==> config.mk <==
export PLATFORM = sky130hd
export DESIGN_NAME = ucc_top
export DESIGN_NICKNAME = d
export VERILOG_FILES = /design/src/include/ucc_pkg.sv /design/src/logic/ucc_top.sv /design/src/logic/ucc_baud.sv
export SDC_FILE = /design/constraint.sdc
export NUM_CORES = 1
export LEC_CHECK = 0
export ABC_CLOCK_PERIOD_IN_PS = 3700
export BUFFER_PORTS_ARGS = -buffer_cell sky130_fd_sc_hd__buf_2
export CAP_MARGIN = 10
export CORE_ASPECT_RATIO = 0.6
export CORE_MARGIN = 2
export CORE_UTILIZATION = 50
export CTS_CLUSTER_DIAMETER = 200
export DETAILED_ROUTE_END_ITERATION = 10
export GPL_ROUTABILITY_DRIVEN = 1
export PLACE_DENSITY = 0.8
export SYNTH_ARGS = -nofsm -noshare
export SYNTH_HDL_FRONTEND = slang
export SYNTH_SLANG_ARGS = --single-unit
export TNS_END_PERCENT = 30
==> constraint.sdc <==
create_clock -name clk_sys -period 3.7 [get_ports clk_sys]
set_input_delay 0.185 -clock clk_sys [delete_from_list [all_inputs] [get_ports clk_sys]]
set_output_delay 0.185 -clock clk_sys [all_outputs]
set_load 0.005 [all_outputs]
==> src/include/ucc_pkg.sv <==
// Purpose: shared constants and types of the serial control block
// Assumes: 250 MHz clk_sys, AXI4-Lite register access
// Notes: register offsets are byte addresses
// Contract
// - unit off disables transceiver, both pins float
// - unit off empties buffer and resets baud counter
// - unit off clears enables, break, rx flags; sets idle and empty
// - unit off aborts transfers at once; re-enable keeps configuration
// - unit on: pins follow transmitter and receiver enables
// - nine-bit select picks 8 or 9 bit frames; ninth bits stored
// - parity on replaces data msb with parity, checked on receive
// - parity odd select: 0 even, 1 odd
// - two stop select: 0 one stop bit, 1 two
// - send break: after buffered data, low at least 13 bits, until cleared
// - transmitter off aborts, resets tx buffer, floats tx pin
// - tx pin driven only with transmitter and unit on
// - receiver off aborts, resets rx buffer, rx pin floats
// - receiver runs only with receiver and unit on
// - baud high speed selects fast mode; divisor sets rate
// - address detect: word with address bit 1 accepted, irq raised
// - address detect: word with address bit 0 discarded, no irq
// - free 8-bit timer: clk/(64(N+1)) slow, clk/(16(N+1)) fast
// - receive irq on: overrun or rx available sets irq request
package ucc_pkg;
    localparam logic [7:0] ADDR_STATUS = 8'h00;
    localparam logic [7:0] ADDR_LINE = 8'h04;
    localparam logic [7:0] ADDR_DIRI = 8'h08;
    localparam logic [7:0] ADDR_DATA = 8'h0c;
    localparam logic [7:0] ADDR_BAUD = 8'h10;
    localparam logic [7:0] LINE_RST = 8'h00;
    localparam logic [7:0] DIRI_RST = 8'h00;
    localparam logic [7:0] BAUD_RST = 8'h00;
    localparam logic [7:0] LINE_OFF_MASK = 8'hfb;
    localparam logic [7:0] DIRI_OFF_MASK = 8'h3f;
    localparam int B_UNIT_ON = 7;
    localparam int B_NINE = 6;
    localparam int B_PAR_ON = 5;
    localparam int B_PAR_ODD = 4;
    localparam int B_TWO_STOP = 3;
    localparam int B_BREAK = 2;
    localparam int B_TX_ON = 7;
    localparam int B_RX_ON = 6;
    localparam int B_HIGH_SPD = 5;
    localparam int B_ADDR_DET = 4;
    localparam int B_RX_IRQ = 2;
    localparam logic [5:0] OSR_LOW_LAST = 6'h3f;
    localparam logic [5:0] OSR_HIGH_LAST = 6'h0f;
    localparam logic [3:0] BREAK_BITS = 4'hd;
    localparam logic [3:0] LAST_BIT_8 = 4'h7;
    localparam logic [3:0] LAST_BIT_9 = 4'h8;
    localparam logic [1:0] RESP_OKAY = 2'h0;
    localparam logic [1:0] RESP_SLVERR = 2'h2;
    typedef enum logic [2:0] {
        T_IDLE = 3'b000, T_START = 3'b001, T_DATA = 3'b011, T_STOP = 3'b010, T_BRK = 3'b110
    } ucc_tx_state_t;
    typedef enum logic [1:0] {
        R_IDLE = 2'b00, R_START = 2'b01, R_DATA = 2'b11, R_STOP = 2'b10
    } ucc_rx_state_t;
endpackage : ucc_pkg

==> src/logic/ucc_top.sv <==
// Purpose: serial transceiver control, frame engine and register slave
// Assumes: AXI4-Lite master keeps one write and one read in flight
// Notes: tx pin is driven only with its output enable high
//
// Our own choices: the AXI4-Lite register port and the register addresses.
module ucc_top
    import ucc_pkg::*;
(
    input wire logic clk_sys, // system clock
    input wire logic sys_rst, // sync reset, active high
    input wire logic [7:0] s_axi_awaddr, // write address
    input wire logic s_axi_awvalid, // write address valid
    output logic s_axi_awready, // write address ready
    input wire logic [31:0] s_axi_wdata, // write data
    input wire logic [3:0] s_axi_wstrb, // write strobes
    input wire logic s_axi_wvalid, // write data valid
    output logic s_axi_wready, // write data ready
    output logic [1:0] s_axi_bresp, // write response
    output logic s_axi_bvalid, // write response valid
    input wire logic s_axi_bready, // write response ready
    input wire logic [7:0] s_axi_araddr, // read address
    input wire logic s_axi_arvalid, // read address valid
    output logic s_axi_arready, // read address ready
    output logic [31:0] s_axi_rdata, // read data
    output logic [1:0] s_axi_rresp, // read response
    output logic s_axi_rvalid, // read valid
    input wire logic s_axi_rready, // read ready
    output logic tx_out, // tx pin level
    output logic tx_oe, // tx pin drive enable
    input wire logic rx_in, // rx pin, asynchronous
    output logic rx_active, // receiver owns rx pin
    output logic irq_req // serial irq request pulse
);
    logic [7:0] line_reg, diri_reg, baud_reg, tx_buf_reg, rx_buf_reg;
    logic rx8_reg, tx_full_reg, tx_idle_reg, rx_avail_reg, rx_idle_reg;
    logic ovr_reg, framing_flag_reg, parity_error_flag_reg, nf_reg, armed_reg;
    logic aw_got_reg, w_got_reg;
    logic [7:0] aw_addr_reg;
    logic [7:0] w_data_reg;
    logic w_lane_reg;
    logic rx_s1_reg, rx_s2_reg;
    ucc_tx_state_t tx_st;
    ucc_rx_state_t rx_st;
    logic [5:0] tx_sub_reg, rx_sub_reg;
    logic [3:0] tx_cnt_reg, rx_cnt_reg;
    logic [8:0] tx_sh_reg, rx_sh_reg;
    logic tx_stop2_reg, rx_prev_reg, rx_noise_reg;
    logic tick;

    // register bus decode
    wire aw_hs = s_axi_awvalid && s_axi_awready;
    wire w_hs = s_axi_wvalid && s_axi_wready;
    wire b_hs = s_axi_bvalid && s_axi_bready;
    wire ar_hs = s_axi_arvalid && s_axi_arready;
    wire r_hs = s_axi_rvalid && s_axi_rready;
    wire do_wr = aw_got_reg && w_got_reg && !s_axi_bvalid;
    wire wr_ok = do_wr && w_lane_reg;
    wire wr_line = wr_ok && (aw_addr_reg == ADDR_LINE);
    wire wr_diri = wr_ok && (aw_addr_reg == ADDR_DIRI);
    wire wr_data = wr_ok && (aw_addr_reg == ADDR_DATA);
    wire wr_baud = wr_ok && (aw_addr_reg == ADDR_BAUD);
    wire wr_map = (aw_addr_reg == ADDR_STATUS) || (aw_addr_reg == ADDR_LINE)
        || (aw_addr_reg == ADDR_DIRI) || (aw_addr_reg == ADDR_DATA)
        || (aw_addr_reg == ADDR_BAUD);
    wire rd_status = ar_hs && (s_axi_araddr == ADDR_STATUS);
    wire rd_data = ar_hs && (s_axi_araddr == ADDR_DATA);
    wire [7:0] status_val = {parity_error_flag_reg, nf_reg, framing_flag_reg, ovr_reg,
        rx_idle_reg, rx_avail_reg, tx_idle_reg, !tx_full_reg};
    wire [7:0] line_val = {line_reg[7:2], rx8_reg, 1'b0};
    wire [7:0] rd_val = (s_axi_araddr == ADDR_STATUS) ? status_val :
        (s_axi_araddr == ADDR_LINE) ? line_val :
        (s_axi_araddr == ADDR_DIRI) ? diri_reg :
        (s_axi_araddr == ADDR_DATA) ? rx_buf_reg :
        (s_axi_araddr == ADDR_BAUD) ? baud_reg : 8'h00;
    wire rd_map = (s_axi_araddr == ADDR_STATUS) || (s_axi_araddr == ADDR_LINE)
        || (s_axi_araddr == ADDR_DIRI) || (s_axi_araddr == ADDR_DATA)
        || (s_axi_araddr == ADDR_BAUD);

    // control bits and the unit-off forcing
    wire [7:0] line_base = wr_line ? w_data_reg : line_reg;
    wire [7:0] diri_base = wr_diri ? w_data_reg : diri_reg;
    wire unit_on = line_reg[B_UNIT_ON];
    wire [7:0] line_next = line_base[B_UNIT_ON] ? line_base : (line_base & LINE_OFF_MASK);
    wire [7:0] diri_next = line_base[B_UNIT_ON] ? diri_base : (diri_base & DIRI_OFF_MASK);
    wire nine = line_reg[B_NINE];
    wire par_on = line_reg[B_PAR_ON];
    wire par_odd = line_reg[B_PAR_ODD];
    wire two_stop = line_reg[B_TWO_STOP];
    wire send_brk = line_reg[B_BREAK];
    wire tx_run = unit_on && diri_reg[B_TX_ON];
    wire rx_run = unit_on && diri_reg[B_RX_ON];
    wire [3:0] last_bit = nine ? LAST_BIT_9 : LAST_BIT_8;
    wire [5:0] osr_last = diri_reg[B_HIGH_SPD] ? OSR_HIGH_LAST : OSR_LOW_LAST;
    wire [5:0] osr_half = {1'b0, osr_last[5:1]};

    ucc_baud u_baud (
        .clk_sys(clk_sys),
        .sys_rst(sys_rst),
        .run(unit_on),
        .divisor(baud_reg),
        .tick(tick)
    );

    // transmit frame building
    wire tx_bit_end = tick && (tx_sub_reg == osr_last);
    wire tx_par = (nine ? ^tx_buf_reg : ^tx_buf_reg[6:0]) ^ par_odd;
    // ninth bit from parity if on, else from the write-only bit
    wire tx_msb = par_on ? tx_par : (nine ? line_reg[0] : tx_buf_reg[7]);
    wire [8:0] tx_word = nine ? {tx_msb, tx_buf_reg} : {1'b0, tx_msb, tx_buf_reg[6:0]};
    wire tx_load = (tx_st == T_IDLE) && tx_full_reg;

    // receive word checks
    wire rxd = rx_s2_reg;
    wire rx_bit_end = tick && (rx_sub_reg == osr_last);
    wire rx_done = (rx_st == R_STOP) && rx_bit_end;
    wire [8:0] rx_word = nine ? rx_sh_reg : {1'b0, rx_sh_reg[8:1]};
    wire addr_bit = nine ? rx_word[8] : rx_word[7];
    wire rx_drop = diri_reg[B_ADDR_DET] && !addr_bit;
    wire rx_push = rx_done && !rx_drop && !rx_avail_reg;
    wire ovr_set = rx_done && !rx_drop && rx_avail_reg;
    wire rx_parity_error_flag = par_on && ((nine ? ^rx_word : ^rx_word[7:0]) ^ par_odd);
    wire rx_clr = rd_data && armed_reg;

    // bus write channel
    always_ff @(posedge clk_sys)
    begin
        if (sys_rst)
        begin
            s_axi_awready <= 1'b1;
            s_axi_wready <= 1'b1;
            s_axi_bvalid <= 1'b0;
            s_axi_bresp <= RESP_OKAY;
            aw_got_reg <= 1'b0;
            w_got_reg <= 1'b0;
            aw_addr_reg <= 8'h00;
            w_data_reg <= 8'h00;
            w_lane_reg <= 1'b0;
        end
        else
        begin
            if (aw_hs)
            begin
                aw_got_reg <= 1'b1;
                aw_addr_reg <= s_axi_awaddr;
                s_axi_awready <= 1'b0;
            end
            if (w_hs)
            begin
                w_got_reg <= 1'b1;
                w_data_reg <= s_axi_wdata[7:0];
                w_lane_reg <= s_axi_wstrb[0];
                s_axi_wready <= 1'b0;
            end
            if (do_wr)
            begin
                aw_got_reg <= 1'b0;
                w_got_reg <= 1'b0;
                s_axi_bvalid <= 1'b1;
                s_axi_bresp <= wr_map ? RESP_OKAY : RESP_SLVERR;
            end
            if (b_hs)
            begin
                s_axi_bvalid <= 1'b0;
                s_axi_awready <= 1'b1;
                s_axi_wready <= 1'b1;
            end
        end
    end

    // bus read channel
    always_ff @(posedge clk_sys)
    begin
        if (sys_rst)
        begin
            s_axi_arready <= 1'b1;
            s_axi_rvalid <= 1'b0;
            s_axi_rdata <= 32'h0000_0000;
            s_axi_rresp <= RESP_OKAY;
        end
        else if (ar_hs)
        begin
            s_axi_arready <= 1'b0;
            s_axi_rvalid <= 1'b1;
            s_axi_rdata <= {24'h00_0000, rd_val};
            s_axi_rresp <= rd_map ? RESP_OKAY : RESP_SLVERR;
        end
        else if (r_hs)
        begin
            s_axi_arready <= 1'b1;
            s_axi_rvalid <= 1'b0;
        end
    end

    // control registers reset to 8N1, off
    always_ff @(posedge clk_sys)
    begin
        if (sys_rst)
        begin
            line_reg <= LINE_RST;
            diri_reg <= DIRI_RST;
            baud_reg <= BAUD_RST;
        end
        else
        begin
            line_reg <= line_next;
            diri_reg <= diri_next;
            baud_reg <= wr_baud ? w_data_reg : baud_reg;
        end
    end

    // transmit engine
    always_ff @(posedge clk_sys)
    begin
        if (sys_rst || !tx_run)
        begin
            tx_st <= T_IDLE;
            tx_full_reg <= 1'b0;
            tx_sub_reg <= 6'h00;
            tx_cnt_reg <= 4'h0;
            tx_stop2_reg <= 1'b0;
            tx_out <= 1'b1;
        end
        else
        begin
            tx_sub_reg <= (tick && (tx_st != T_IDLE)) ? (tx_bit_end ? 6'h00 : tx_sub_reg + 6'h01)
                : tx_sub_reg;
            if (wr_data)
            begin
                tx_buf_reg <= w_data_reg;
                tx_full_reg <= 1'b1;
            end
            else if (tx_load)
                tx_full_reg <= 1'b0;
            unique case (tx_st)
                T_IDLE:
                begin
                    tx_out <= !(send_brk && !tx_full_reg);
                    tx_sub_reg <= 6'h00;
                    tx_cnt_reg <= 4'h0;
                    if (tx_full_reg)
                    begin
                        tx_sh_reg <= tx_word;
                        tx_st <= T_START;
                        tx_out <= 1'b0;
                    end
                    else if (send_brk)
                        tx_st <= T_BRK;
                end
                T_START:
                begin
                    tx_out <= 1'b0;
                    if (tx_bit_end)
                    begin
                        tx_st <= T_DATA;
                        tx_out <= tx_sh_reg[0];
                    end
                end
                T_DATA:
                begin
                    if (tx_bit_end)
                    begin
                        tx_sh_reg <= {1'b0, tx_sh_reg[8:1]};
                        tx_out <= (tx_cnt_reg == last_bit) ? 1'b1 : tx_sh_reg[1];
                        tx_cnt_reg <= tx_cnt_reg + 4'h1;
                        tx_stop2_reg <= 1'b0;
                        if (tx_cnt_reg == last_bit)
                            tx_st <= T_STOP;
                    end
                end
                T_STOP:
                begin
                    tx_out <= 1'b1;
                    if (tx_bit_end)
                    begin
                        if (two_stop && !tx_stop2_reg)
                            tx_stop2_reg <= 1'b1;
                        else
                            tx_st <= T_IDLE;
                    end
                end
                T_BRK:
                begin
                    // low for at least thirteen bits
                    tx_out <= 1'b0;
                    if (tx_bit_end && (tx_cnt_reg != BREAK_BITS))
                        tx_cnt_reg <= tx_cnt_reg + 4'h1;
                    if ((tx_cnt_reg == BREAK_BITS) && !send_brk)
                    begin
                        tx_st <= T_IDLE;
                        tx_out <= 1'b1;
                    end
                end
                default:
                    tx_st <= T_IDLE;
            endcase
        end
    end

    // receive engine
    always_ff @(posedge clk_sys)
    begin
        rx_s1_reg <= rx_in;
        rx_s2_reg <= rx_s1_reg;
        if (sys_rst || !rx_run)
        begin
            rx_st <= R_IDLE;
            rx_sub_reg <= 6'h00;
            rx_cnt_reg <= 4'h0;
            rx_noise_reg <= 1'b0;
        end
        else
        begin
            if (tick)
            begin
                rx_prev_reg <= rxd;
                rx_sub_reg <= (rx_sub_reg == osr_last) ? 6'h00 : rx_sub_reg + 6'h01;
            end
            unique case (rx_st)
                R_IDLE:
                begin
                    rx_sub_reg <= 6'h00;
                    rx_cnt_reg <= 4'h0;
                    rx_noise_reg <= 1'b0;
                    if (!rxd)
                        rx_st <= R_START;
                end
                R_START:
                begin
                    if (tick && (rx_sub_reg == osr_half))
                    begin
                        rx_sub_reg <= 6'h00;
                        rx_st <= rxd ? R_IDLE : R_DATA;
                    end
                end
                R_DATA:
                begin
                    if (rx_bit_end)
                    begin
                        rx_sh_reg <= {rxd, rx_sh_reg[8:1]};
                        rx_noise_reg <= rx_noise_reg || (rxd != rx_prev_reg);
                        rx_cnt_reg <= rx_cnt_reg + 4'h1;
                        if (rx_cnt_reg == last_bit)
                            rx_st <= R_STOP;
                    end
                end
                R_STOP:
                begin
                    if (rx_bit_end)
                        rx_st <= R_IDLE;
                end
                default:
                    rx_st <= R_IDLE;
            endcase
        end
    end

    // status flags, set wins over software clear
    always_ff @(posedge clk_sys)
    begin
        if (sys_rst || !unit_on)
        begin
            rx_avail_reg <= 1'b0;
            ovr_reg <= 1'b0;
            framing_flag_reg <= 1'b0;
            parity_error_flag_reg <= 1'b0;
            nf_reg <= 1'b0;
            tx_idle_reg <= 1'b1;
            rx_idle_reg <= 1'b1;
            armed_reg <= 1'b0;
            rx_buf_reg <= 8'h00;
            rx8_reg <= 1'b0;
            irq_req <= 1'b0;
        end
        else
        begin
            armed_reg <= rd_status || (armed_reg && !rd_data && !wr_data);
            tx_idle_reg <= (tx_st == T_IDLE) && !tx_full_reg && !send_brk && !wr_data;
            rx_idle_reg <= (rx_st == R_IDLE);
            irq_req <= diri_reg[B_RX_IRQ] && (rx_push || ovr_set);
            if (!rx_run)
                rx_avail_reg <= 1'b0;
            else if (rx_push)
            begin
                rx_buf_reg <= rx_word[7:0];
                rx8_reg <= rx_word[8];
                rx_avail_reg <= 1'b1;
                framing_flag_reg <= !rxd;
                parity_error_flag_reg <= rx_parity_error_flag;
                nf_reg <= rx_noise_reg;
            end
            else if (rx_clr)
            begin
                rx_avail_reg <= 1'b0;
                framing_flag_reg <= 1'b0;
                parity_error_flag_reg <= 1'b0;
                nf_reg <= 1'b0;
            end
            if (ovr_set)
                ovr_reg <= 1'b1;
            else if (rx_clr)
                ovr_reg <= 1'b0;
        end
    end

    // pin drive
    always_ff @(posedge clk_sys)
    begin
        if (sys_rst)
        begin
            tx_oe <= 1'b0;
            rx_active <= 1'b0;
        end
        else
        begin
            tx_oe <= tx_run;
            rx_active <= rx_run;
        end
    end

    logic [11:0] brk_low_reg;
    always_ff @(posedge clk_sys)
    begin
        if (sys_rst || tx_st != T_BRK)
            brk_low_reg <= 12'h000;
        else if (brk_low_reg != 12'hfff)
            brk_low_reg <= brk_low_reg + 12'h001;
    end
endmodule : ucc_top

==> src/logic/ucc_baud.sv <==
// Purpose: free running baud timer, one tick per divisor+1 clocks
// Assumes: run low holds the count at zero
// Notes: bit time is 16 or 64 ticks, counted by the user
module ucc_baud
    import ucc_pkg::*;
(
    input wire logic clk_sys, // system clock
    input wire logic sys_rst, // sync reset
    input wire logic run, // timer enable
    input wire logic [7:0] divisor, // divisor value
    output logic tick // one-cycle sample tick
);
    logic [7:0] cnt_reg;
    wire at_end = (cnt_reg == divisor);

    always_ff @(posedge clk_sys)
    begin
        if (sys_rst || !run)
        begin
            cnt_reg <= 8'h00;
            tick <= 1'b0;
        end
        else
        begin
            cnt_reg <= at_end ? 8'h00 : cnt_reg + 8'h01;
            tick <= at_end;
        end
    end
endmodule : ucc_baud

After elaboration in Yosys (flattened, before gate mapping). Index checks and enable logic that the tools add are counted.

Output and inout port bits: 45. Register bits after elaboration: 147.

Multiplexer cells: 72. Equal/unequal tests: 39. Bitwise gates (word level): 6. $add $sub $neg: 5. Reductions and logical operators: 102.

Operators by type and width (number): $mux W8 (8); $logic_and A1 B1 Y1 (38); $mux W9 (4); $eq A8 B4 Y1 const B (4); $mux W6 (5); $ne A2 B2 Y1 const B (14); $mux W1 (26); $mux W3 (8); $pmux W9 S2 (1); $eq A8 B3 Y1 const B (2); $eq A8 B5 Y1 const B (2); $logic_not A8 Y1 (2); $mux W2 (8); $mux W4 (4); $reduce_xor A8 Y1 (2); $pmux W3 S5 (1); $logic_not A1 Y1 (14); $logic_or A1 B1 Y1 (14); $reduce_bool A2 Y1 (7); $add A6 B1 Y6 const B (2); $eq A6 B6 Y1 (2); $pmux W4 S3 (1); $pmux W6 S2 (1); $reduce_and A2 Y1 (6); other kinds (31) (48).

Longest topological paths before layout. Gate-level depths: netlist (run 1).

Depth after elaboration: 9. Mapped depth: 7. Depth with buffers taken out: 7.

Modules after synthesis. A second synthesis (run 1) with hierarchy kept.

Cells, all modules: 710. Area, all modules: 6756.5 um^2.

By module, submodules not included: ucc_top (cells an instance 662, sequential area each 2972.9 um^2, area an instance 6248.5 um^2, times used 1); ucc_baud (cells an instance 48, sequential area each 180.2 um^2, area an instance 508.0 um^2, times used 1).

Worst setup path after synthesis (run 1). OpenSTA, ideal clock, no wires.

Kind: flip-flop to flip-flop. From: register aw_addr_reg[0]. To: register tx_buf_reg[0], enable pin. Library setup time: 0.336 ns. Slack: 1.655 ns. Stages on the path, launching flop included: 5. Period minus slack after synthesis: 2.045 ns. Arrival time: 1.709 ns. Path through: dfxtp_1 or4_4 or3_4 nor3_1 and2_1.

Longest elaborated chain between the ends: 3.

Ends and longest elaborated chain: start, declared (line ucc_top.sv:38) `logic [7:0] aw_addr_reg;`; start signal, assigned (line ucc_top.sv:144) `aw_addr_reg <= s_axi_awaddr;`; $eq A8 B4 Y1 (line ucc_top.sv:60) `wire wr_data = wr_ok && (aw_addr_reg == ADDR_DATA);`; $logic_and A1 B1 Y1 (line ucc_top.sv:60); $reduce_and A2 Y1 (no line); end signal, assigned (line ucc_top.sv:229) `tx_buf_reg <= w_data_reg;`; end, declared (line ucc_top.sv:34) `logic [7:0] line_reg, diri_reg, baud_reg, tx_buf_reg, rx_buf_reg;`.

Every way passes these cells. A chain may end at the register's enable or synchronous reset.

Worst setup path in the final report (run 1).
From: register aw_addr_reg[0]. To: register baud_reg[0].

Longest elaborated chain between the ends: 2.

Ends and longest elaborated chain: $eq A8 B5 Y1 (line ucc_top.sv:61) `wire wr_baud = wr_ok && (aw_addr_reg == ADDR_BAUD);`; $logic_and A1 B1 Y1 (line ucc_top.sv:61); end signal, assigned (line ucc_top.sv:207) `baud_reg <= wr_baud ? w_data_reg : baud_reg;`; end, declared (line ucc_top.sv:34).

Every way passes these cells.

==> run summary, run 1 <==
LAYOUT
-----------------------------------------------------------------------------------------
Util after Layout                                                                  58.66%
Share of post-route cells with drive strength above 1                              12.97%
Area growth from synthesis to layout                                               13.92%
Post-layout net count                                                                 824
Count of inserted antenna diode cells                                                   0

STA
-----------------------------------------------------------------------------------------
Max Freq                                                                       0.4027 GHz
Setup violations, final                                                                 0
Max-Slew Margin vs Limit                                                           28.15%
Setup repair after global routing missed its margin                                    no
Slew of the pin with the lowest slew margin                                      1.072 ns
Fin. Hold Viols                                                                         0
Setup TNS                                                                            0 ns
Final slew viol count                                                                   0
Tcrit/Tclk final                                                                   67.11%
Clock tree skew after final layout                                             0.01148 ns
Post-route minimum period                                                        2.483 ns

DRT
-----------------------------------------------------------------------------------------
Detailed-route wire length                                                       15340 µm
DRC marker count from the first detailed-route iteration                              483
Remaining routing DRC violations                                                        0
ANT nets after route                                                                    0
Routed via count divided by cell count                                              5.630
Routed wirelength normalized by instance count                                   16.30 µm
Detailed-router iteration count before antenna repair                                   5
Total vias in the final route                                                        5298

HOLD PATH
-----------------------------------------------------------------------------------------
Worst Min Path Start                                                         s_axi_wdata[2]
Worst hold path endpoint                                                     w_data_reg[2]$_SDFFE_PP0P_
Cells on Worst Hold Path                                                                3
Min-delay worst type                                                         primary input to register

FLOW RUN
-----------------------------------------------------------------------------------------
Max cap viols                                                                           0

FLOORPLANNING
-----------------------------------------------------------------------------------------
Area of the placeable core                                                      12930 µm²
Number of cell rows                                                                    32
Horizontal die dimension                                                         153.0 µm
DIE HEIGHT                                                                       93.39 µm
I/O pin count                                                                         105
Die ar.                                                                         14290 µm²
Starting density of the core                                                       51.49%

SYNTHESIS
-----------------------------------------------------------------------------------------
Leading cell types by total area after synthesis                             dfxtp_1 (35%), edfxtp_1 (12%), mux2i_1 (7.2%)
Number of unique standard cell types used by synthesis                                 70
Proportion of register bits with asynchronous set or reset after synthesis             0%
Number of synthesis warnings                                                            0
Share of cell area taken by muxes after synthesis                                  7.610%
Area fraction of the dominant cell type after synthesis                            35.17%
Most frequent cell after synthesis                                                dfxtp_1
Number of enable flip-flop cells after synthesis                                       27
Area of the mapped netlist                                                       6659 µm²
Sequential area share after synthesis                                              47.35%
Area share of fa/ha/maj cells after synthesis                                      1.127%
Most used standard cells in the synthesized netlist                          dfxtp_1 (117), nand2_1 (84), nor2_1 (77), mux2i_1 (48), a21oi_1 (45)
Cell accounting for the most synthesized area                                     dfxtp_1
Post-synthesis area per instance                                                9.313 µm²
Top_reg_cell synth                                                                dfxtp_1
Post-Synth XOR/XNOR Area                                                           5.261%
Simple-gate area share of the yosys netlist                                        19.75%
Dominant combinational cell family by area after synthesis                   simple AND/OR/NAND/NOR gates
Synthesized instance count                                                            715
Complex-gate fraction of the synthesized area                                      12.91%
Register bit count reported by yosys                                                  144

PLACED DESIGN
-----------------------------------------------------------------------------------------
HPWL Detailed                                                                    10710 µm
RD Place Congestion                                                                0.9050
Quantity of I/O buffers inserted on ports                                              51

PWR
-----------------------------------------------------------------------------------------
Sw Share                                                                           22.29%
Power per cell area                                                          474.9 nW/µm²
Maximum vdd drop                                                                0.2980 mV
Combinational group share of total power                                             3.2%
Leak                                                                             2.976 nW
Power dissipated by switching net loads                                       0.0008031 W
Part of the power in the clock network                                              51.4%
Internal portion of total power                                                0.002799 W
Sequential Power Share                                                              45.4%

CLOCK NETWORK
-----------------------------------------------------------------------------------------
Clock buffer count from CTS                                                            17
Later-pin clock latency in the skew report                                        0.42 ns
TritonCTS clock tree                                                                  yes
Clock root buffer                                                               clkbuf_16
Count of instances resized after the clock tree is built                                0
CTS Sinks                                                                             144
Worst-path clk slew                                                               0.06 ns
Clock H-tree levels                                                                     4
Buffers inserted by post-CTS timing repair                                              0
Largest buffer count on any clock path                                                  2
Hold-fix buffer count after cts                                                         4

GLOBAL ROUTE
-----------------------------------------------------------------------------------------
Largest net degree at the start of global routing                                      55
Total GRT Usage                                                                    21.87%
First-pass GRT wire length                                                       24600 µm
Number of antenna violations at the first check in global routing                       0
Residual overflow from global routing                                                   0
Vias in the first global route                                                       4693

CRITICAL PATH
-----------------------------------------------------------------------------------------
Critical Setup Path Class                                                    register to register
Slowest stage cell on the critical path                                           nor4b_4
Worst flop-to-flop path endpoint                                             baud_reg[0]$_SDFFE_PP0P_
FF-to-FF Start                                                               aw_addr_reg[0]$_SDFFE_PP0P_
CP max stage delay                                                                0.68 ns
Required time at the endpoint of the critical path                                3.98 ns
Setup slack of the worst register-to-register path                                1.22 ns
Startpoint class of the critical path                                            register
Worst EP arrival                                                                  2.76 ns
Crit path capture type                                                           register
Cells traversed along the worst timing path                                  or4_4, or3_4, nor4b_4, mux2i_1, nor2_1
Worst Reg2Reg Path Length in Cells                                                      5
Largest fanout on the critical path                                                     8

OUTCOME
-----------------------------------------------------------------------------------------
Result of the run                                                            finished clean

==> layout by cell type (no fill, tap or decap), drive strengths merged, types with 4 or more instances in the layout <==
| master | count |
|---|---|
| o21ai | 13 |
| conb | 26 |
| or3 | 4 |
| nand2b | 7 |
| nor3b | 6 |
| o22ai | 6 |
| and2 | 4 |
| dlygate4sd3 | 4 |
| o211ai | 8 |
| edfxtp | 27 |
| buf | 55 |
| nand3 | 27 |
| nor3 | 14 |
| and3 | 8 |
| inv | 23 |
| a21oi | 45 |
| a21o | 10 |
| xor2 | 16 |
| nand3b | 6 |
| ha | 6 |
| a22oi | 7 |
| o31ai | 4 |
| nand4 | 4 |
| or2 | 4 |
| nand4b | 5 |
| clkbuf | 18 |
| bufinv | 4 |
| xnor2 | 24 |
| nor4 | 5 |
| nand2 | 84 |
| a211oi | 10 |
| nor2 | 77 |
| mux2i | 48 |
| dfxtp | 117 |
==> power by group through the flow <==
stage	combinational (W)	clock (W)	sequential [W]
final	0.000114	0.00185	0.00164
after global routing	0.000127	0.00194	0.00164
after CTS	0.000112	0.00186	0.00163
after detailed placement	0.000107	0	0.00167
after global placement	0.000105	0	0.00167
after floorplan	0.0000929	0	0.00166
==> routing by layer <==
layer / vias to the layer above / routed length [µm] / global-route usage (%)
li1: 2568 / - / -
met1: 2499 / 7691 / 33.49
met2: 207 / 6060 / 29.45
met3: 24 / 1366 / 5.839
met4: 0 / 223 / 7.022
met5: - / 0 / 0
==> worst max-delay path by stage <==
| stage | depth (start not counted) | startpoint | to | slack (ns) |
|---|---|---|---|---|
| 2_1_floorplan | 4 | aw_addr_reg[0]$_SDFFE_PP0P_ | tx_buf_reg[0]$_DFFE_PP_ | 1.65 |
| 3_3_place_gp | 5 | aw_addr_reg[0]$_SDFFE_PP0P_ | baud_reg[0]$_SDFFE_PP0P_ | 1.34 |
| 3_5_place_dp | 5 | aw_addr_reg[0]$_SDFFE_PP0P_ | baud_reg[0]$_SDFFE_PP0P_ | 1.33 |
| 4_1_cts | 5 | aw_addr_reg[0]$_SDFFE_PP0P_ | baud_reg[0]$_SDFFE_PP0P_ | 1.23 |
| 5_1_grt | 5 | diri_reg[5]$_SDFFE_PP0P_ | rx8_reg$_SDFFE_PP0P_ | 1.10 |
| 6_report | 5 | aw_addr_reg[0]$_SDFFE_PP0P_ | baud_reg[0]$_SDFFE_PP0P_ | 1.22 |
==> kinds of logic after synthesis <==
logic type | count (synthesis)
AND/OR/NAND/NOR | 268
other | 1
AO/OA/AOI/OAI | 130
buffers and inverters | 76
XOR/XNOR | 40
adder cells (fa/ha/maj) | 6
flip-flops | 144
multiplexers | 50
==> final cells by class <==
cell class	count	area, µm²
Clock buffer	18	429.2
Clock inverter	14	201.4
Fill cell	1067	5346
Inverter	16	60.06
Multi-Input combinational cell	520	3204
Sequential cell	144	3153
Tap cell	170	212.7
Timing Repair Buffer	59	325.3
==> critical path, delay by kind of cell (launching register included) <==
kind / cells / cell delay (ns)
simple gates: 4 / 1.73
flops: 1 / 0.32
mux: 1 / 0.30
==> through the flow <==
step	hold WS (ns)	power, W	worst slack (ns)	instances	area (µm²)
floorplan	0.2127	0.001754	1.655	740	6753
global route	0.01103	0.003702	1.103	941	7586
finish	0.009876	0.003602	1.217	941	7586
detailed placement	0.2886	0.001776	1.326	905	6915
CTS	0.001260	0.003606	1.229	941	7586
global placement	0.2891	0.001774	1.342	905	6915
(Power assumes the default switching activity.)
==> run 2: changes to the inputs <==
--- a/config.mk
+++ b/config.mk
@@ -5,7 +5,7 @@
 export SDC_FILE = /design/constraint.sdc
 export NUM_CORES = 1
 export LEC_CHECK = 0
-export ABC_CLOCK_PERIOD_IN_PS = 3700
+export ABC_CLOCK_PERIOD_IN_PS = 2400
 export BUFFER_PORTS_ARGS = -buffer_cell sky130_fd_sc_hd__buf_2
 export CAP_MARGIN = 10
 export CORE_ASPECT_RATIO = 0.6
==> constraint.sdc (replaced) <==
create_clock -name clk_sys -period 2.4 [get_ports clk_sys]
set_input_delay 0.12 -clock clk_sys [delete_from_list [all_inputs] [get_ports clk_sys]]
set_output_delay 0.12 -clock clk_sys [all_outputs]
set_load 0.005 [all_outputs]
==> run summary, run 2 (synthesis results as in run 1) <==
OUTCOME
-------------------------------------------------------------------------------------
Result of the run                                                        finished clean   unchanged

FLOW RUN
-------------------------------------------------------------------------------------
Max cap viols                                                                       0   unchanged

PWR
-------------------------------------------------------------------------------------
Maximum vdd drop                                                            0.4433 mV   was 0.2980 mV
Leak                                                                         3.116 nW   was 2.976 nW
Power per cell area                                                      678.1 nW/µm²   was 474.9 nW/µm²
Total Power Consumption                                                    0.005316 W   was 0.003602 W

LAYOUT
-------------------------------------------------------------------------------------
Post-layout net count                                                             859   was 824
Area growth from synthesis to layout                                           17.74%   was 13.92%
Most used cells in the layout excluding fill and tap cells               dfxtp_1 (117), nand2_1 (84), nor2_1 (77)   unchanged
Total of fill cells in the finished design                                       1056   was 1067
Share of post-route cells with drive strength above 1                          14.64%   was 12.97%
Most frequent standard cell in the layout excluding fill and tap cells        dfxtp_1   unchanged
Count of inserted antenna diode cells                                               0   unchanged

GLOBAL ROUTE
-------------------------------------------------------------------------------------
Number of antenna violations at the first check in global routing                   0   unchanged
Largest net degree at the start of global routing                                  55   unchanged
Residual overflow from global routing                                               0   unchanged
Total GRT Usage                                                                23.28%   was 21.87%
Vias in the first global route                                                   5032   was 4693
First-pass GRT wire length                                                   25980 µm   was 24600 µm

FLOORPLANNING
-------------------------------------------------------------------------------------
Area of the placeable core                                                  12930 µm²   unchanged
DIE HEIGHT                                                                   93.39 µm   unchanged
Horizontal die dimension                                                     153.0 µm   unchanged
I/O pin count                                                                     105   unchanged
Starting density of the core                                                   51.49%   unchanged
Die ar.                                                                     14290 µm²   unchanged
Number of cell rows                                                                32   unchanged

STA
-------------------------------------------------------------------------------------
Worst Hold Margin                                                          0.02804 ns   was 0.009876 ns
Slew of the pin with the lowest slew margin                                 0.7687 ns   was 1.072 ns
Max Freq                                                                   0.4411 GHz   was 0.4027 GHz
Setup repair after global routing missed its margin                                no   unchanged
Final worst setup slack                                                     0.1331 ns   was 1.217 ns
Setup violations, final                                                             0   unchanged
Final slew viol count                                                               0   unchanged
Clock tree skew after final layout                                         0.01164 ns   was 0.01148 ns
Max-Slew Margin vs Limit                                                       48.64%   was 28.15%
Tcrit/Tclk final                                                               94.46%   was 67.11%
Post-route minimum period                                                    2.267 ns   was 2.483 ns
Setup TNS                                                                        0 ns   unchanged
Fin. Hold Viols                                                                     0   unchanged

DRT
-------------------------------------------------------------------------------------
Routed wirelength normalized by instance count                               16.71 µm   was 16.30 µm
Remaining routing DRC violations                                                    0   unchanged
Detailed-route wire length                                                   16310 µm   was 15340 µm
Detailed-router iteration count before antenna repair                               7   was 5
ANT nets after route                                                                0   unchanged
Met1 wire length                                                              7877 µm   was 7691 µm
Total vias in the final route                                                    5491   was 5298
Top Layer Used                                                                   met4   unchanged
Routed via count divided by cell count                                          5.626   was 5.630
Met3 wirelength from detailed routing                                         1354 µm   was 1366 µm
Amount of wire on met2 after detailed routing                                 6833 µm   was 6060 µm
DRC marker count from the first detailed-route iteration                          452   was 483

CLOCK NETWORK
-------------------------------------------------------------------------------------
Clock root buffer                                                           clkbuf_16   unchanged
Buffers inserted by post-CTS timing repair                                          0   unchanged
Largest buffer count on any clock path                                              2   unchanged
Worst-path clk slew                                                           0.07 ns   was 0.06 ns
Clock buffer count from CTS                                                        17   unchanged
CTS Sinks                                                                         144   unchanged
Later-pin clock latency in the skew report                                    0.43 ns   was 0.42 ns
Clock H-tree levels                                                                 4   unchanged
TritonCTS clock tree                                                              yes   unchanged

CRITICAL PATH
-------------------------------------------------------------------------------------
Required time at the endpoint of the critical path                            2.48 ns   was 3.98 ns
Worst EP arrival                                                              2.35 ns   was 2.76 ns
Crit path capture type                                                       register   unchanged
Startpoint class of the critical path                                        register   unchanged
Critical Setup Path Class                                                register to register   unchanged
Largest fanout on the critical path                                                 9   was 8

PLACED DESIGN
-------------------------------------------------------------------------------------
HPWL Detailed                                                                10950 µm   was 10710 µm
RD Place Congestion                                                            0.9261   was 0.9050
Quantity of I/O buffers inserted on ports                                          51   unchanged
Worst-case setup slack after placement                                      0.1797 ns   was 1.326 ns

HOLD PATH
-------------------------------------------------------------------------------------
Min-delay worst type                                                     primary input to register   unchanged

[run 2: cell count changes in the layout (fill, tap and decap cells not counted), moves of 2 or more]
cell / previous run / this run
buf_4: 4 / 21
inv_8: 0 / 2
dlygate4sd3_1: 4 / 22
clkinv_4: 0 / 3
bufinv_16: 4 / 1
[run 2: critical path, cell delays in order (launching register included)]
cell and delay [ns]:
dfxtp_1 0.31, or4_4 0.55, or3_4 0.42, nor3_1 0.23
and2_1 0.42
[run 2: through the flow]
stage               instances  utilization [%]  cell area, µm²
global route              976            60.62            7840
global placement          922            54.46            7043
finish                    976            60.62            7840
CTS                       976            60.62            7840
detailed placement        922            54.46            7043
floorplan                 740                -            6753
[run 2: path summary, 6_finish.rpt]
path | start | end | slack, ns | cells past startpoint
worst max-delay path | aw_addr_reg[0]$_SDFFE_PP0P_ | tx_buf_reg[3]$_DFFE_PP_ | 0.13 | 4
worst min-delay path | s_axi_awvalid | s_axi_awready$_SDFFE_PP1P_ | 0.03 | 2
worst max register to register | aw_addr_reg[0]$_SDFFE_PP0P_ | tx_buf_reg[3]$_DFFE_PP_ | 0.13 | 4
worst min register to register | rx_s1_reg$_DFF_P_ | rx_s2_reg$_DFF_P_ | 0.33 | 0
[run 2: metal layers]
layer  up-vias  global-route usage [%]
met5         -                       0
met1      2633                   33.67
met3        28                   7.136
met4         0                   7.407
li1       2639                       -
met2       191                   33.18
[run 2: where the power goes]
part / switching (W) / internal [W]
registers: 0.0000385 / 0.00248
logic: 0.000115 / 0.0000913
clock network: 0.00113 / 0.00146
[run 2: cell type report]
class | instances | area [µm²] | area share [%]
Sequential cell | 144 | 3153 | 40.22
Clock inverter | 15 | 151.4 | 1.931
Timing Repair Buffer | 94 | 633.1 | 8.075
Tap cell | 170 | 212.7 | 2.713
Inverter | 16 | 60.06 | 0.7660
Clock buffer | 17 | 425.4 | 5.426
Multi-Input combinational cell | 520 | 3204 | 40.87
[run 2: timing repair]
action,CTS,global route
hold buffers,22,0
endpoints found under the hold margin,22,0
setup endpoints to repair,0,0
resized for setup,0,0
==> run 3: changes to the inputs <==
--- a/config.mk
+++ b/config.mk
@@ -8,7 +8,6 @@
 export ABC_CLOCK_PERIOD_IN_PS = 2400
 export BUFFER_PORTS_ARGS = -buffer_cell sky130_fd_sc_hd__buf_2
 export CAP_MARGIN = 10
-export CORE_ASPECT_RATIO = 0.6
 export CORE_MARGIN = 2
 export CORE_UTILIZATION = 50
 export CTS_CLUSTER_DIAMETER = 200
==> run summary, run 3 (synthesis results as in run 1) <==
PLACED DESIGN
-------------------------------------------------------------------------------------
Number of placed cells counting well taps                                         922   unchanged
Quantity of I/O buffers inserted on ports                                          51   unchanged
RD Place Congestion                                                            0.8546   was 0.9261
Placed Instance Area                                                         7005 µm²   was 7043 µm²
HPWL Detailed                                                                 9793 µm   was 10950 µm
Worst-case setup slack after placement                                      0.1361 ns   was 0.1797 ns

FLOORPLANNING
-------------------------------------------------------------------------------------
I/O pin count                                                                     105   unchanged
Die ar.                                                                     14260 µm²   was 14290 µm²
Area of the placeable core                                                  13140 µm²   was 12930 µm²
Starting density of the core                                                   50.69%   was 51.49%
Number of cell rows                                                                42   was 32
Horizontal die dimension                                                     119.4 µm   was 153.0 µm
DIE HEIGHT                                                                   119.4 µm   was 93.39 µm

STA
-------------------------------------------------------------------------------------
Setup repair after global routing missed its margin                                no   unchanged
Fin. Hold Viols                                                                     0   unchanged
Max Freq                                                                   0.4326 GHz   was 0.4411 GHz
Slew of the pin with the lowest slew margin                                 0.5970 ns   was 0.7687 ns
Setup TNS                                                                        0 ns   unchanged
Max-Slew Margin vs Limit                                                       59.86%   was 48.64%
Tcrit/Tclk final                                                               96.32%   was 94.46%
Clock tree skew after final layout                                        0.008374 ns   was 0.01164 ns
Final slew viol count                                                               0   unchanged
Post-route minimum period                                                    2.312 ns   was 2.267 ns
Final worst setup slack                                                    0.08833 ns   was 0.1331 ns
Setup violations, final                                                             0   unchanged

LAYOUT
-------------------------------------------------------------------------------------
Post-layout net count                                                             854   was 859
Count of inserted antenna diode cells                                               0   unchanged
Total of fill cells in the finished design                                       1116   was 1056
Most used cells in the layout excluding fill and tap cells               dfxtp_1 (117), nand2_1 (84), nor2_1 (77)   unchanged
Share of post-route cells with drive strength above 1                          13.98%   was 14.64%
Filler-free cell count of the finished design                                     977   was 976
Area growth from synthesis to layout                                           17.31%   was 17.74%
Multi-input gate area                                                        3204 µm²   unchanged
Final std cell area, no fill                                                 7811 µm²   was 7840 µm²
Most frequent standard cell in the layout excluding fill and tap cells        dfxtp_1   unchanged
Area taken by flip-flops and latches                                         3153 µm²   unchanged

CRITICAL PATH
-------------------------------------------------------------------------------------
Critical Setup Path Class                                                register to register   unchanged
Worst flop-to-flop path endpoint                                         tx_buf_reg[4]$_DFFE_PP_   was tx_buf_reg[3]$_DFFE_PP_
Slowest stage cell on the critical path                                         or4_4   unchanged
Worst Reg2Reg Path Length in Cells                                                  4   unchanged
Worst EP arrival                                                              2.40 ns   was 2.35 ns
Endpoint of the worst setup timing path                                  tx_buf_reg[4]$_DFFE_PP_   was tx_buf_reg[3]$_DFFE_PP_
Setup slack of the worst register-to-register path                            0.09 ns   was 0.13 ns
Buffers and inverters on the worst path                                             0   unchanged
CP max stage delay                                                            0.54 ns   was 0.55 ns
FF-to-FF Start                                                           aw_addr_reg[0]$_SDFFE_PP0P_   unchanged
Crit path capture type                                                       register   unchanged
Cells traversed along the worst timing path                              or4_4, or3_4, nor3_1, and2_1   unchanged
Required time at the endpoint of the critical path                            2.49 ns   was 2.48 ns
Number of stages on the worst setup path                                            4   unchanged
Largest fanout on the critical path                                                 9   unchanged
Launch point of the critical path                                        aw_addr_reg[0]$_SDFFE_PP0P_   unchanged
Top delay family on crit path                                            simple AND/OR/NAND/NOR gates   unchanged
Startpoint class of the critical path                                        register   unchanged

CLOCK NETWORK
-------------------------------------------------------------------------------------
Buffers inserted by post-CTS timing repair                                          0   unchanged
CTS Sinks                                                                         144   unchanged
Clock H-tree levels                                                                 4   unchanged
Worst-path clk slew                                                           0.06 ns   was 0.07 ns
Count of instances resized after the clock tree is built                            0   unchanged
Clock buffer count from CTS                                                        17   unchanged
Largest buffer count on any clock path                                              2   unchanged
Clock root buffer                                                           clkbuf_16   unchanged
Later-pin clock latency in the skew report                                    0.43 ns   about the same
TritonCTS clock tree                                                              yes   unchanged

GLOBAL ROUTE
-------------------------------------------------------------------------------------
First-pass GRT wire length                                                   23730 µm   was 25980 µm
Number of antenna violations at the first check in global routing                   0   unchanged
Vias in the first global route                                                   4864   was 5032
Residual overflow from global routing                                               0   unchanged
Total GRT Usage                                                                21.06%   was 23.28%
Largest net degree at the start of global routing                                  54   was 55

DRT
-------------------------------------------------------------------------------------
Detailed-router iteration count before antenna repair                               5   was 7
Routed via count divided by cell count                                          5.377   was 5.626
ANT nets after route                                                                0   unchanged
Detailed-route wire length                                                   14310 µm   was 16310 µm
Total vias in the final route                                                    5253   was 5491
DRC marker count from the first detailed-route iteration                          348   was 452
Routed wirelength normalized by instance count                               14.64 µm   was 16.71 µm
Remaining routing DRC violations                                                    0   unchanged

PWR
-------------------------------------------------------------------------------------
Power per cell area                                                      675.8 nW/µm²   was 678.1 nW/µm²
Maximum vdd drop                                                            0.4544 mV   was 0.4433 mV
Leak                                                                         3.093 nW   was 3.116 nW

OUTCOME
-------------------------------------------------------------------------------------
Result of the run                                                        finished clean   unchanged

FLOW RUN
-------------------------------------------------------------------------------------
Max cap viols                                                                       0   unchanged

HOLD PATH
-------------------------------------------------------------------------------------
Min-delay worst type                                                     primary input to register   unchanged

[run 3: worst min path at each step]
stage | from | endpoint | depth (start not counted)
after global routing | s_axi_awvalid | aw_addr_reg[5]$_SDFFE_PP0P_ | 3
final | s_axi_awvalid | aw_addr_reg[5]$_SDFFE_PP0P_ | 3
after CTS | s_axi_awvalid | aw_addr_reg[6]$_SDFFE_PP0P_ | 3
after detailed placement | rx_in | rx_s1_reg$_DFF_P_ | 1
after global placement | rx_in | rx_s1_reg$_DFF_P_ | 1
after floorplan | rx_in | rx_s1_reg$_DFF_P_ | 0
[run 3: where the power goes]
part,switching (W),internal [W]
combinational,0.000105,0.0000918
sequential,0.0000364,0.00248
clock,0.00110,0.00146
[run 3: cell type report]
type	instances	share of cell area [%]
Inverter	16	0.7689
Clock buffer	17	5.446
Multi-Input combinational cell	520	41.02
Sequential cell	144	40.37
Timing Repair Buffer	89	7.657
Clock inverter	15	1.922
Tap cell	176	2.819
[run 3: worst register-to-register path: stages (launching register included)]
cell and delay, ns:
dfxtp_1 0.31, or4_4 0.54, or3_4 0.41, nor3_1 0.30, and2_1 0.41
[run 3: layer usage]
metal	up-vias	track usage (%)	share of wire, %
met1	2483	27.56	47
li1	2628	-	-
met4	0	8.824	2.0
met5	-	0	0
met2	120	33.23	47
met3	22	5.412	4.3
[run 3: timing repair]
item                                   in CTS  in global routing
setup endpoints to repair                   0                  0
endpoints found under the hold margin      23                  0
hold buffers                               23                  0
[run 3: stage by stage]
| step | utilization (%) | total power, W | hold slack, ns |
|---|---|---|---|
| finish | 59.46 | 0.005279 | 0.04536 |
| floorplan | - | 0.002703 | 0.1477 |
| global route | 59.46 | 0.005462 | 0.04854 |
| global placement | 53.32 | 0.002732 | 0.2250 |
| detailed placement | 53.32 | 0.002736 | 0.2271 |
| CTS | 59.46 | 0.005314 | 0.02410 |
